<file path="config.mk">
export PLATFORM = sky130hd
export DESIGN_NAME = gptc_top
export DESIGN_NICKNAME = d
export VERILOG_FILES = /design/src/gptc_pkg.sv /design/src/gptc_sync.sv /design/src/gptc_top.sv
export SDC_FILE = /design/constraint.sdc
export NUM_CORES = 1
export LEC_CHECK = 0
export ABC_AREA = 1
export BUFFER_PORTS_ARGS = -buffer_cell sky130_fd_sc_hd__buf_2
export CAP_MARGIN = 20
export CORE_ASPECT_RATIO = 0.5
export CORE_MARGIN = 2
export CORE_UTILIZATION = 28
export DETAILED_ROUTE_END_ITERATION = 8
export SYNTH_ARGS = -nofsm -noshare
export SYNTH_HDL_FRONTEND = slang
export SYNTH_SLANG_ARGS = --single-unit
</file>
<file path="constraint.sdc">
create_clock -name mclk -period 15.1 [get_ports mclk]
set_input_delay 0 -clock mclk [delete_from_list [all_inputs] [get_ports mclk]]
set_output_delay 0 -clock mclk [all_outputs]
set_load 0.05 [all_outputs]
</file>
<file path="src/gptc_pkg.sv">
// constants and types shared by the positioning power and timing control block
package gptc_pkg;

    // ****************************************
    // clock and timing
    // ****************************************
    localparam int unsigned CLK_HZ = 10_000_000;
    localparam int unsigned CLK_PERIOD_NS = 100;
    localparam int unsigned PULSE_WIDTH_MS = 100;
    localparam int unsigned PULSE_WIDTH_CYC = PULSE_WIDTH_MS * 1_000_000 / CLK_PERIOD_NS;
    localparam int unsigned SUPPLY_SETTLE_US = 1000;
    localparam int unsigned SUPPLY_SETTLE_CYC = SUPPLY_SETTLE_US * 1000 / CLK_PERIOD_NS;

    // ****************************************
    // time keeping
    // ****************************************
    localparam int unsigned SEC_W = 32;
    localparam int unsigned ACC_W = 16;
    localparam logic [7:0] SAT_FRESH_S = 8'h02;
    localparam logic [7:0] SAT_AGE_MAX = 8'hff;
    localparam logic [ACC_W-1:0] SAT_ACC_NS = 16'h0064;
    localparam logic [ACC_W-1:0] CELL_ACC_NS = 16'h2710;

    // ****************************************
    // command codes
    // ****************************************
    localparam logic POS_MODE_OFF = 1'b0;
    localparam logic POS_MODE_ON = 1'b1;
    localparam logic [7:0] FN_TIME_PULSE = 8'h16;
    localparam logic [7:0] FN_TIMESTAMP = 8'h17;
    localparam logic [1:0] RPT_PULSE = 2'h1;
    localparam logic [1:0] RPT_EVENT = 2'h2;

    // ****************************************
    // positioning power sequence
    // ****************************************
    typedef enum logic [2:0] {
        ST_OFF,
        ST_SETTLE,
        ST_RESTORE,
        ST_RUN,
        ST_SAVE
    } gptc_state_t;

endpackage

</file>
<file path="src/gptc_sync.sv">
// two flip-flop synchroniser for pin inputs
`timescale 1ns/1ns
module gptc_sync
    import gptc_pkg::*;
#(
    parameter int unsigned W = 1
) (
    input wire logic mclk,
    input wire logic reset,
    input wire logic [W-1:0] async_in,
    output logic [W-1:0] sync_out
);

    // ****************************************
    // state
    // ****************************************
    typedef struct packed {
        logic [W-1:0] s1;
        logic [W-1:0] s2;
    } gptc_sync_st_t;

    gptc_sync_st_t q;
    gptc_sync_st_t d;

    always_comb begin
        d = q;
        d.s1 = async_in;
        d.s2 = q.s1;
    end

    always_ff @(posedge mclk or posedge reset) begin
        if (reset) begin
            q <= '0;
        end else begin
            q <= d;
        end
    end

    assign sync_out = q.s2;

endmodule

</file>
<file path="src/gptc_top.sv">
// positioning power sequencing, sleep gating and time-keeping unit
// Overview of operation
// - no deep sleep while positioning runs, even in modem power saving
// - mode 0 command switches positioning off under cellular control
// - navigation data saved to flash before positioning power is removed
// - deep sleep only after positioning off and with modem in power saving
// - real-time counter keeps running in sleep and when positioning is off
// - mode 1 reads stored navigation data back and delivers it with current time
// - 26 MHz reference clock supplied whenever positioning runs
// - receiver runs signal processing only once positioning is operative
// - with power saving enabled the cellular side idles whenever possible
// - idle cellular side woken only by receiver data-ready line
// - time-keeping unit tracks and arbitrates satellite and cellular time
// - function 22 gives continuous 1 PPS or a single pulse on pulse pin
// - single pulse sends a report with date, time and accuracy
// - pulse comes from receiver pulse line or cellular time as configured
// - function 23: rising timestamp edge sends a report with event time
// - event stamped with the most accurate time source available
// - positioning unpowered at boot, supplied only after mode 1 command
`timescale 1ns/1ns
module gptc_top
    import gptc_pkg::*;
#(
    parameter int unsigned TICKS_PER_SEC = CLK_HZ,
    parameter int unsigned PULSE_CYC = PULSE_WIDTH_CYC,
    parameter int unsigned SETTLE_CYC = SUPPLY_SETTLE_CYC
) (
    input wire logic mclk,
    input wire logic reset,
    input wire logic pos_cmd_valid,
    input wire logic pos_cmd_mode,
    input wire logic power_saving_en,
    input wire logic modem_psm,
    input wire logic drdy_wake_en,
    input wire logic [7:0] pulse_pin_function,
    input wire logic [7:0] stamp_pin_function,
    input wire logic pulse_single_mode,
    input wire logic pulse_single_arm,
    input wire logic pulse_src_cell,
    input wire logic flash_save_done,
    input wire logic flash_load_done,
    input wire logic sat_time_valid,
    input wire logic [SEC_W-1:0] sat_time_sec,
    input wire logic receiver_pulse_line,
    input wire logic receiver_data_ready_line,
    input wire logic event_timestamp_input,
    output logic pos_supply_en,
    output logic ref_clk_en,
    output logic receiver_run_en,
    output logic flash_save_req,
    output logic flash_load_req,
    output logic nav_deliver,
    output logic [SEC_W-1:0] nav_time_sec,
    output logic deep_sleep_allowed,
    output logic idle_allowed,
    output logic cell_wake,
    output logic time_pulse_pin,
    output logic report_valid,
    output logic [1:0] report_kind,
    output logic [SEC_W-1:0] report_sec,
    output logic [31:0] report_tick,
    output logic [ACC_W-1:0] report_acc,
    output logic report_src_sat
);

    // ****************************************
    // pin synchronisers
    // ****************************************
    logic [2:0] pins_sync;

    gptc_sync #(.W(3)) u_sync (
        .mclk(mclk),
        .reset(reset),
        .async_in({receiver_pulse_line, receiver_data_ready_line, event_timestamp_input}),
        .sync_out(pins_sync)
    );

    // ****************************************
    // state
    // ****************************************
    typedef struct packed {
        gptc_state_t st;
        logic [31:0] cnt;
        logic off_pend;
        logic on_pend;
        logic supply;
        logic ref_clk;
        logic run_en;
        logic save_req;
        logic load_req;
        logic deliver;
        logic [SEC_W-1:0] nav_sec;
        logic sleep_ok;
        logic idle_ok;
        logic wake;
        logic [2:0] pins_prev;
        logic [SEC_W-1:0] sec;
        logic [31:0] tick;
        logic [7:0] sat_age;
        logic sat_seen;
        logic pulse;
        logic [31:0] pulse_cnt;
        logic armed;
        logic pend;
        logic [SEC_W-1:0] pend_sec;
        logic [31:0] pend_tick;
        logic pend_sat;
        logic rpt_valid;
        logic [1:0] rpt_kind;
        logic [SEC_W-1:0] rpt_sec;
        logic [31:0] rpt_tick;
        logic rpt_sat;
        logic [ACC_W-1:0] rpt_acc;
    } gptc_st_t;

    gptc_st_t q;
    gptc_st_t d;

    logic sat_edge;
    logic drdy;
    logic ev_edge;
    logic sec_edge;
    logic sat_fresh;
    logic pulse_trig;
    logic fn_pulse;
    logic fn_stamp;
    logic cmd_on;
    logic cmd_off;

    // ****************************************
    // next state
    // ****************************************
    always_comb begin
        d = q;
        d.deliver = 1'b0;
        d.rpt_valid = 1'b0;
        d.pins_prev = pins_sync;
        sat_edge = pins_sync[2] && !q.pins_prev[2] && (q.st == ST_RUN);
        drdy = pins_sync[1];
        ev_edge = pins_sync[0] && !q.pins_prev[0];
        cmd_on = pos_cmd_valid && (pos_cmd_mode == POS_MODE_ON);
        cmd_off = pos_cmd_valid && (pos_cmd_mode == POS_MODE_OFF);
        fn_pulse = (pulse_pin_function == FN_TIME_PULSE);
        fn_stamp = (stamp_pin_function == FN_TIMESTAMP);

        // power sequence
        unique case (q.st)
            ST_OFF: begin
                if (cmd_on || q.on_pend) begin
                    d.st = ST_SETTLE;
                    d.cnt = '0;
                    d.supply = 1'b1;
                    d.ref_clk = 1'b1;
                    d.on_pend = 1'b0;
                    d.off_pend = 1'b0;
                end
            end
            ST_SETTLE: begin
                d.cnt = q.cnt + 32'h1;
                if (cmd_off) begin
                    d.off_pend = 1'b1;
                end
                if (q.cnt == SETTLE_CYC - 1) begin
                    d.st = ST_RESTORE;
                    d.load_req = 1'b1;
                end
            end
            ST_RESTORE: begin
                if (cmd_off) begin
                    d.off_pend = 1'b1;
                end
                if (flash_load_done) begin
                    d.load_req = 1'b0;
                    d.deliver = 1'b1;
                    d.nav_sec = q.sec;
                    d.st = ST_RUN;
                    d.run_en = 1'b1;
                end
            end
            ST_RUN: begin
                if (cmd_off || q.off_pend) begin
                    d.st = ST_SAVE;
                    d.save_req = 1'b1;
                    d.run_en = 1'b0;
                    d.off_pend = 1'b0;
                end
            end
            ST_SAVE: begin
                if (cmd_on) begin
                    d.on_pend = 1'b1;
                end
                if (flash_save_done) begin
                    d.save_req = 1'b0;
                    d.supply = 1'b0;
                    d.ref_clk = 1'b0;
                    d.st = ST_OFF;
                end
            end
        endcase

        // sleep and wake gating
        d.sleep_ok = (d.st == ST_OFF) && modem_psm;
        d.wake = drdy_wake_en && drdy && q.idle_ok;
        d.idle_ok = power_saving_en && !(drdy_wake_en && drdy) &&
            (d.st == ST_OFF || d.st == ST_RUN);

        // free-running time keeping, never gated by sleep or power state
        sec_edge = (q.tick == TICKS_PER_SEC - 1);
        if (sec_edge) begin
            d.tick = '0;
            d.sec = q.sec + 32'h1;
            if (q.sat_age != SAT_AGE_MAX) begin
                d.sat_age = q.sat_age + 8'h01;
            end
        end else begin
            d.tick = q.tick + 32'h1;
        end
        if (sat_edge && sat_time_valid) begin
            d.tick = '0;
            d.sec = sat_time_sec;
            d.sat_age = '0;
            d.sat_seen = 1'b1;
        end
        sat_fresh = d.sat_seen && (d.sat_age < SAT_FRESH_S);

        // time pulse generation
        pulse_trig = fn_pulse && (pulse_src_cell ? sec_edge : sat_edge) &&
            (!pulse_single_mode || q.armed);
        if (q.pulse) begin
            d.pulse_cnt = q.pulse_cnt + 32'h1;
            if (q.pulse_cnt == PULSE_CYC - 1) begin
                d.pulse = 1'b0;
            end
        end
        if (pulse_trig) begin
            d.pulse = 1'b1;
            d.pulse_cnt = '0;
        end
        if (!fn_pulse) begin
            d.pulse = 1'b0;
        end
        d.armed = (q.armed && !(pulse_trig && pulse_single_mode)) || pulse_single_arm;

        // reports, event first and pulse report held one slot behind it
        if (pulse_trig && pulse_single_mode) begin
            d.pend = 1'b1;
            d.pend_sec = d.sec;
            d.pend_tick = d.tick;
            d.pend_sat = !pulse_src_cell;
        end
        if (ev_edge && fn_stamp) begin
            d.rpt_valid = 1'b1;
            d.rpt_kind = RPT_EVENT;
            d.rpt_sec = d.sec;
            d.rpt_tick = d.tick;
            d.rpt_sat = sat_fresh;
            d.rpt_acc = sat_fresh ? SAT_ACC_NS : CELL_ACC_NS;
        end else if (q.pend) begin
            d.rpt_valid = 1'b1;
            d.rpt_kind = RPT_PULSE;
            d.rpt_sec = q.pend_sec;
            d.rpt_tick = q.pend_tick;
            d.rpt_sat = q.pend_sat;
            d.rpt_acc = q.pend_sat ? SAT_ACC_NS : CELL_ACC_NS;
            d.pend = pulse_trig && pulse_single_mode;
        end
    end

    always_ff @(posedge mclk or posedge reset) begin
        if (reset) begin
            q <= '0;
        end else begin
            q <= d;
        end
    end

    // ****************************************
    // outputs
    // ****************************************
    assign pos_supply_en = q.supply;
    assign ref_clk_en = q.ref_clk;
    assign receiver_run_en = q.run_en;
    assign flash_save_req = q.save_req;
    assign flash_load_req = q.load_req;
    assign nav_deliver = q.deliver;
    assign nav_time_sec = q.nav_sec;
    assign deep_sleep_allowed = q.sleep_ok;
    assign idle_allowed = q.idle_ok;
    assign cell_wake = q.wake;
    assign time_pulse_pin = q.pulse;
    assign report_valid = q.rpt_valid;
    assign report_kind = q.rpt_kind;
    assign report_sec = q.rpt_sec;
    assign report_tick = q.rpt_tick;
    assign report_acc = q.rpt_acc;
    assign report_src_sat = q.rpt_sat;
endmodule

</file>
## Yosys cells after proc, flatten, opt, wreduce, memory -nomap -nowiden

Index checks and enable logic that the tools add are counted.
W data, S select, Z words.

| cells by class | value |
|---|---|
| reduce and logical (&&, ||, !) cells | 47 |
| equal/unequal tests | 18 |
| magnitude comparators | 1 |
| add/subtract/negate cells | 5 |
| bitwise operators | 1 |
| multiplexer cells | 39 |

Operator list:

| kind | number |
|---|---|
| $mux W84 | 2 |
| $add A32 B1 Y32 const B | 4 |
| $mux W33 | 3 |
| $mux W73 | 1 |
| $mux W66 | 1 |
| $mux W32 | 2 |
| $pmux W32 S2 | 1 |
| $mux W39 | 1 |
| $mux W34 | 1 |
| $eq A32 B14 Y1 const B | 1 |
| $eq A32 B20 Y1 const B | 1 |
| $eq A32 B24 Y1 const B | 1 |
| $mux W14 | 2 |
| $logic_and A1 B1 Y1 | 17 |
| $eq A8 B5 Y1 const B | 2 |
| $mux W8 | 2 |
| $pmux W3 S5 | 1 |
| $reduce_and A3 Y1 | 5 |
| $reduce_bool A2 Y1 | 7 |
| $mux W3 | 4 |
| $mux W1 | 11 |
| $ne A2 B2 Y1 const B | 5 |
| $eq A3 B2 Y1 const B | 3 |
| $add A8 B1 Y8 const B | 1 |
| 17 further kinds | 32 |

| storage, ports and cells | value |
|---|---|
| word-level logic and storage cells | 145 |
| bits of input ports | 64 |
| output and inout bits | 126 |
| flip-flop bits (word level) | 344 |

## Longest topological paths before layout

Gate-level depths: netlist (run 1).

| logic depth | value |
|---|---|
| depth after elaboration | 10 |
| depth in mapped cells | 15 |
| gate-level depth less buffers | 15 |

## By module

A second synthesis (run 1) with hierarchy kept.

| second synthesis, totals | value |
|---|---|
| cell total of the unflattened synthesis | 2215 |
| area, all modules | 17128.9 sq um |

Modules (own cells, without submodules):

| module | area an instance (sq um) | cells an instance | instances | sequential area each (sq um) |
|---|---|---|---|---|
| gptc_top | 16975.0 | 2208 | 1 | 8032.7 |
| gptc_sync | 153.9 | 7 | 1 | 150.1 |

## Least setup slack after synthesis (run 1)

Ideal clock, no wire load.

| timing path | value |
|---|---|
| path kind | register to register |
| start point | register q (netlist bit time_pulse_pin) |
| end point | register q[176] (netlist bit) |
| data required time | 14.981 ns |
| clock period less this slack | 1.970 ns |
| setup time | 0.119 ns |
| setup slack | 13.130 ns |
| cell stages (with the launch flop) | 10 |
| buffers on the path | 0 |
| data arrival time | 1.851 ns |
| path through | dfrtp_1 inv_1 nor2_1 nand3_1 nor4_1 nand3_1 nor2_1 nand3_1 nand2_1 nor2_1 |

| on the way | value |
|---|---|
| word-level cells in the longest chain between the ends | 1 |

RTL lines:

| item | line | RTL |
|---|---|---|
| from (decl) | gptc_top.sv:116 | `gptc_st_t q;` |
| from (signal assigned) | gptc_top.sv:271 | `q <= '0;` |
| from (signal assigned) | gptc_top.sv:273 | `q <= d;` |
| $reduce_bool A2 Y1 (no line) | n/a |  |

No other way between the ends.
A chain may end at the register's enable or synchronous reset.

==> run_results.csv, run 1 <==
group,metric,value,unit
outcome,outcome,"completed",
pwr,finalPower,2.05,mW
worst_setup_path,worst-setup-path-type,"reg2reg",
finish,finalNetCount,2423,
finish,fin_area,20000,sq um
placement,pre_cts_ws,11690,ps
route,dr_wl_met2,24200,microns
worst_setup_path,critical-path-top-delay-family,"buffers and inverters",
yosys,synthTopCellsByArea,"dfrtp_1 (47%), nand2_1 (14%), nand3_1 (5.4%)",
worst_setup_path,path_max_fanout,93,
sta,rsz0062_at_grt,"no",
grt,grt_pass1_wl,79700,microns
yosys,yosysWarnings,0,
sta,report.final.slew_viol_count,0,
yosys,syn_avg_cell_area,7.70,sq um
worst_setup_path,max_stage_delay,760,ps
yosys,synth-edff-count,0,
grt,grt_use_total,0.155,
pwr,power.density,102,nW/um^2
sta,max_freq,0.291,GHz
grt,antenna_found_initial,0,
yosys,synthMuxAreaShare,0.00289,
yosys,synth_compound_area_frac,0.0777,
yosys,synth-simple-area-share,0.299,
route,vias_per_cell,4.57,
die,core,61100,sq um
die,die_y,180,microns
clocking,htreeDepth,2,
yosys,synthXorXnorAreaFrac,0.0228,
clocking,clock_sinks,327,
sta,slew_headroom,0.323,
yosys,ys_types,47,
finish,n_antenna_cell,0,
route,wl_met1,21900,microns
clocking,ctsResizeCount,0,
finish,final_cells,3207,
finish,synthToLayoutAreaGrowth,15.8,%
sta,layout_setup_ws,11660,ps
job,cap_violations,0,
placement,numPortBuffers,181,
yosys,synth_top_family_by_area,"simple AND/OR/NAND/NOR gates",
route,drc_errors,0,
die,dieWidth,355,microns
grt,grt_overflow,0,
sta,worst_pin_slew,1020,ps
pwr,p_leak,10.2,nW
yosys,synth-main-ff-cell,"dfrtp_1",
sta,fin_tns_setup,0,ps
sta,fin_crit,3440,ps
pwr,ir_worst_vdd,0.0572,mV
worst_setup_path,arrival,3790,ps
finish,drive_above_1_share,0.126,
worst_setup_path,worstPathRequired,15460,ps
route,detail_route.wl_per_cell,15.5,microns
yosys,yosysSeqAreaShare,0.473,
route,drtAntennaViolNets,0,
yosys,ys_seq_elements,327,
yosys,synth.largest_area_cell,"dfrtp_1",
yosys,synth_cells,2245,
sta,final.period_utilization,0.228,
route,wl,49600,microns
clocking,clk_path_buf_depth,3,
min_path,holdCritPathClass,"in2reg",
route,route.met3.wl,1930,microns
finish,n_fill_cell,6482,
worst_setup_path,path_buf_inv,4,
sta,hold_ws,91.0,ps
route,first_pass_iters,8,
yosys,ys_async_sr_fraction,1.00,
die,start_util,0.283,
die,row_count,64,
yosys,synth_area,17300,sq um
yosys,synth_top_area_share,0.473,
yosys,synthAdderAreaFrac,0.00362,
placement,hpwl,35100,microns
worst_setup_path,cpMaxStageDelayCell,"buf_4",
grt,grt_max_degree,125,
finish,final_cell_mix,"nand2_1 (629), dfrtp_1 (327), inv_1 (245)",
worst_setup_path,critical_path.endpoint_type,"flip-flop",
clocking,cts_buffers,36,
placement,place_area,18300,sq um
route,drtIter0Drc,1125,
route,vias,14700,
die,dieArea,63900,sq um
sta,setup_viol,0,
die,pin_count,190,
sta,fin_skew,29.9,ps
route,top_layer,"met4",
clocking,cts.clk_slew.worst_paths,70,ps
placement,dp_cells,3091,
finish,utilization,0.328,
placement,gp_congestion,0.894,
worst_setup_path,cp_cell_sequence,"ha_1 -> nand2_1 -> nor2_1 -> nand3_1 -> nor2_1 -> nand2_1 -> buf_4 -> nand2_1 -> nand2_1 -> nor2_2 -> buf_4 -> inv_2 -> buf_4 -> o21ai_0",
clocking,tritoncts,"yes",
worst_setup_path,crit_path_frequent_cell,"nand2_1",
clocking,root_buffer,"clkbuf_16",
sta,finalHoldViolations,0,
grt,grt_pass1_vias,14400,
worst_setup_path,cp-start-kind,"flip-flop",
clocking,clk_latency,550,ps
finish,final_common_cell,"nand2_1",
-- worst reg2reg max path: cells and delay by family (launching register included) --
kind                       cells  cell delay [ps]
and+or+nand+nor                8              880
AOI/OAI and AO/OA              1              240
DFF                            1              380
adders and majority gates      1              250
buffers and inverters          4             1500
-- routing by layer --
metal | track usage | vias to the layer above
met5 | 0 | -
met4 | 0.0536 | 0
met3 | 0.0229 | 79
met2 | 0.265 | 293
met1 | 0.200 | 6974
li1 | - | 7324
-- cell type report --
class	count	area (sq um)	share of cell area
clock inverter	14	168	0.00838
clock buffer	52	1070	0.0536
timing repair buffer	244	1520	0.0760
sequential	327	8180	0.409
inverter	253	957	0.0478
multi-input combinational	1492	7080	0.354
tap	825	1030	0.0516
-- cell families after synthesis --
| family | count (synthesis) |
|---|---|
| and+or+nand+nor | 1198 |
| buffers and inverters | 433 |
| DFF | 327 |
| AOI/OAI and AO/OA | 231 |
| xor gates and xnor gates | 45 |
| adders and majority gates | 5 |
| muxes | 5 |
| other | 1 |
-- Yosys cell counts (7+ instances only) --
master,count
nand4_1,35
nor3_1,62
dfrtp_1,327
clkbuf_1,42
a21oi_1,29
buf_2,18
xor2_1,41
nor4_1,20
nand3_1,186
nand2_1,630
or2_2,24
inv_1,246
and2_1,18
a31oi_1,7
buf_4,117
o21ai_0,89
nor2_1,202
o211ai_1,41
o21ai_1,35
-- registers in the layout, summed over array words and instances (netlist names), 2 cells and up --
signal / cells
report_sec: 32
report_kind: 2
report_tick: 32
u_sync.sync_out: 3
nav_time_sec: 32
q: 211
report_acc: 2
u_sync.d: 3
-- path summary, 6_finish.rpt --
| path | start | end | slack, ps | cells after the start |
|---|---|---|---|---|
| setup / recovery | q[193]$_DFF_PP0_ | q[149]$_DFF_PP0_ | 11660 | 14 |
| hold / removal | pulse_pin_function[7] | q[177]$_DFFE_PP0P_ | 90 | 5 |
| setup reg to reg | q[193]$_DFF_PP0_ | q[149]$_DFF_PP0_ | 11660 | 14 |
| hold reg to reg | u_sync.d[0]$_DFF_PP0_ | u_sync.sync_out[0]$_DFF_PP0_ | 350 | 0 |
| max in group asynchronous | reset | q[161]$_DFFE_PP0P_ | 13430 | 4 |
| min in group asynchronous | reset | q[178]$_DFFE_PP0P_ | 190 | 3 |
-- repair_timing --
item / in CTS / in global routing
endpoints found under the hold margin: 233 / 0
setup buffers: 0 / 0
hold buffers: 49 / 0
-- report_power, final --
group          internal [mW]  leakage, nW  switching, mW
clock                  0.535        0.603          0.383
combinational         0.0575         5.46          0.117
sequential             0.916         4.09         0.0426
total                   1.51         10.2          0.543
No activity file was read; power rests on OpenSTA's default activity.
==> run 2: changes to the inputs <==
clock period = 3.6 ns   (was 15.1 ns; I/O delays follow)
==> run_results.csv, run 2 (synthesis results as in run 1) <==
group,metric,value,unit
clocking,clock_sinks,327,
worst_setup_path,path_max_fanout,90,
worst_setup_path,r2r_slack,1020,ps
finish,n_fill_cell,6427,
worst_setup_path,worst-setup-path-type,"reg2reg",
clocking,postCtsHoldBufs,54,
sta,setup_viol,0,
route,drtAntennaViolNets,0,
die,start_util,0.283,
grt,grt_max_degree,92,
route,first_pass_iters,5,
sta,fin_crit,2580,ps
finish,drive_above_1_share,0.126,
sta,slew_headroom,0.335,
worst_setup_path,critical_path.endpoint_type,"flip-flop",
pwr,ir_worst_vdd,0.247,mV
finish,multi_input_area,7080,sq um
clocking,root_buffer,"clkbuf_16",
route,vias_per_cell,4.59,
placement,hpwl,35600,microns
clocking,ctsResizeCount,0,
die,pin_count,190,
clocking,cts_setup_buffers,0,
finish,final_cells,3213,
die,row_count,64,
clocking,cts_buffers,36,
finish,finalNetCount,2434,
route,wl,49300,microns
placement,numPortBuffers,181,
route,detail_route.wl_per_cell,15.4,microns
placement,pre_cts_ws,1020,ps
sta,fin_skew,20.7,ps
worst_setup_path,worstPathRequired,3960,ps
die,dieWidth,355,microns
finish,fin_area,20100,sq um
finish,synthToLayoutAreaGrowth,16.3,%
sta,max_freq,0.388,GHz
placement,dp_cells,3098,
clocking,clk_latency,540,ps
sta,final.period_utilization,0.716,
finish,largest_reg_flops,211,
clocking,htreeDepth,2,
placement,gp_congestion,0.896,
route,vias,14800,
finish,final_cell_mix,"nand2_1 (629), dfrtp_1 (327), inv_1 (245)",
sta,report.final.slew_viol_count,0,
finish,top_register,"q",
clocking,clk_path_buf_depth,3,
job,cap_violations,0,
grt,antenna_found_initial,1,
grt,grt_pass1_vias,14400,
clocking,tritoncts,"yes",
finish,utilization,0.329,
min_path,holdCritPathClass,"in2reg",
worst_setup_path,cp-start-kind,"flip-flop",
finish,final_common_cell,"nand2_1",
die,die_y,180,microns
outcome,outcome,"completed",
sta,rsz0062_at_grt,"no",
die,core,61100,sq um
finish,register_area,8180,sq um
die,dieArea,63900,sq um
sta,finalHoldViolations,0,
sta,worst_pin_slew,998,ps
grt,grt_use_total,0.154,
sta,layout_setup_ws,1020,ps
grt,grt_overflow,0,
pwr,power.density,426,nW/um^2
route,drtIter0Drc,1094,
placement,place_area,18400,sq um
route,drc_errors,0,
clocking,cts.clk_slew.worst_paths,70,ps
pwr,p_leak,10.2,nW
grt,grt_pass1_wl,79700,microns
worst_setup_path,arrival,2940,ps
==> run 2: cell count changes in the layout (fill, tap and decap cells not counted), sizes merged <==
cell | before | now
clkinvlp | 3 | 2
clkbuf | 52 | 47
buf | 195 | 201
bufinv | 2 | 4
dlygate4sd3 | 49 | 54
clkinv | 9 | 7
diode | 0 | 1
==> run 2: layout make-up <==
| class | count | share of cell area |
|---|---|---|
| Clock inverter | 13 | 0.0100 |
| Clock buffer | 47 | 0.0494 |
| Tap cell | 825 | 0.0513 |
| Antenna cell | 1 | 0.000124 |
| Multi-Input combinational cell | 1492 | 0.352 |
| Timing Repair Buffer | 255 | 0.0825 |
| Sequential cell | 327 | 0.407 |
| Inverter | 253 | 0.0474 |
==> run 2: through the flow <==
| stage | total power, mW | hold WS [ps] | TNS [ps] |
|---|---|---|---|
| after CTS | 8.68 | 0.612 | 0 |
| after global placement | 4.77 | 108 | 0 |
| after detailed placement | 4.79 | 110 | 0 |
| after global routing | 8.93 | 37.7 | 0 |
| after floorplan | 4.61 | 31.4 | -250060 |
| final | 8.57 | 14.3 | 0 |
==> run 2: report_power, final <==
| group | internal, mW | switching [mW] | leakage [nW] |
|---|---|---|---|
| Sequential | 3.84 | 0.176 | 4.09 |
| Clock | 2.24 | 1.56 | 0.584 |
| Combinational | 0.247 | 0.496 | 5.52 |
| Total | 6.33 | 2.24 | 10.2 |
==> run 2: final timing paths <==
kind,start,endpoint,cells after the start
setup / recovery,q[193]$_DFF_PP0_,q[149]$_DFF_PP0_,12
hold / removal,sat_time_valid,q[197]$_DFF_PP0_,4
setup reg to reg,q[193]$_DFF_PP0_,q[149]$_DFF_PP0_,12
hold reg to reg,u_sync.d[1]$_DFF_PP0_,u_sync.sync_out[1]$_DFF_PP0_,0
max in group asynchronous,reset,q[200]$_DFF_PP0_,4
min in group asynchronous,reset,receiver_run_en$_DFFE_PP0P_,3
==> run 2: per-layer routing <==
metal	global-route usage	vias up	part of all wire
met5	0	-	0
met4	0.0534	0	0.032
met3	0.0222	82	0.038
met2	0.263	286	0.49
met1	0.200	7055	0.44
li1	-	7334	-
==> run 2: worst max-delay path, stage by stage, from the launching register on <==
cell and delay (ps):
dfrtp_1 380, ha_1 250, nand2_1 80, nor2_1 60, nand3_1 100, nor2_1 70, nand2_1 160, nand2_1 100
nand2_1 110, nor2_2 50, inv_2 70, buf_4 750, o21ai_0 200
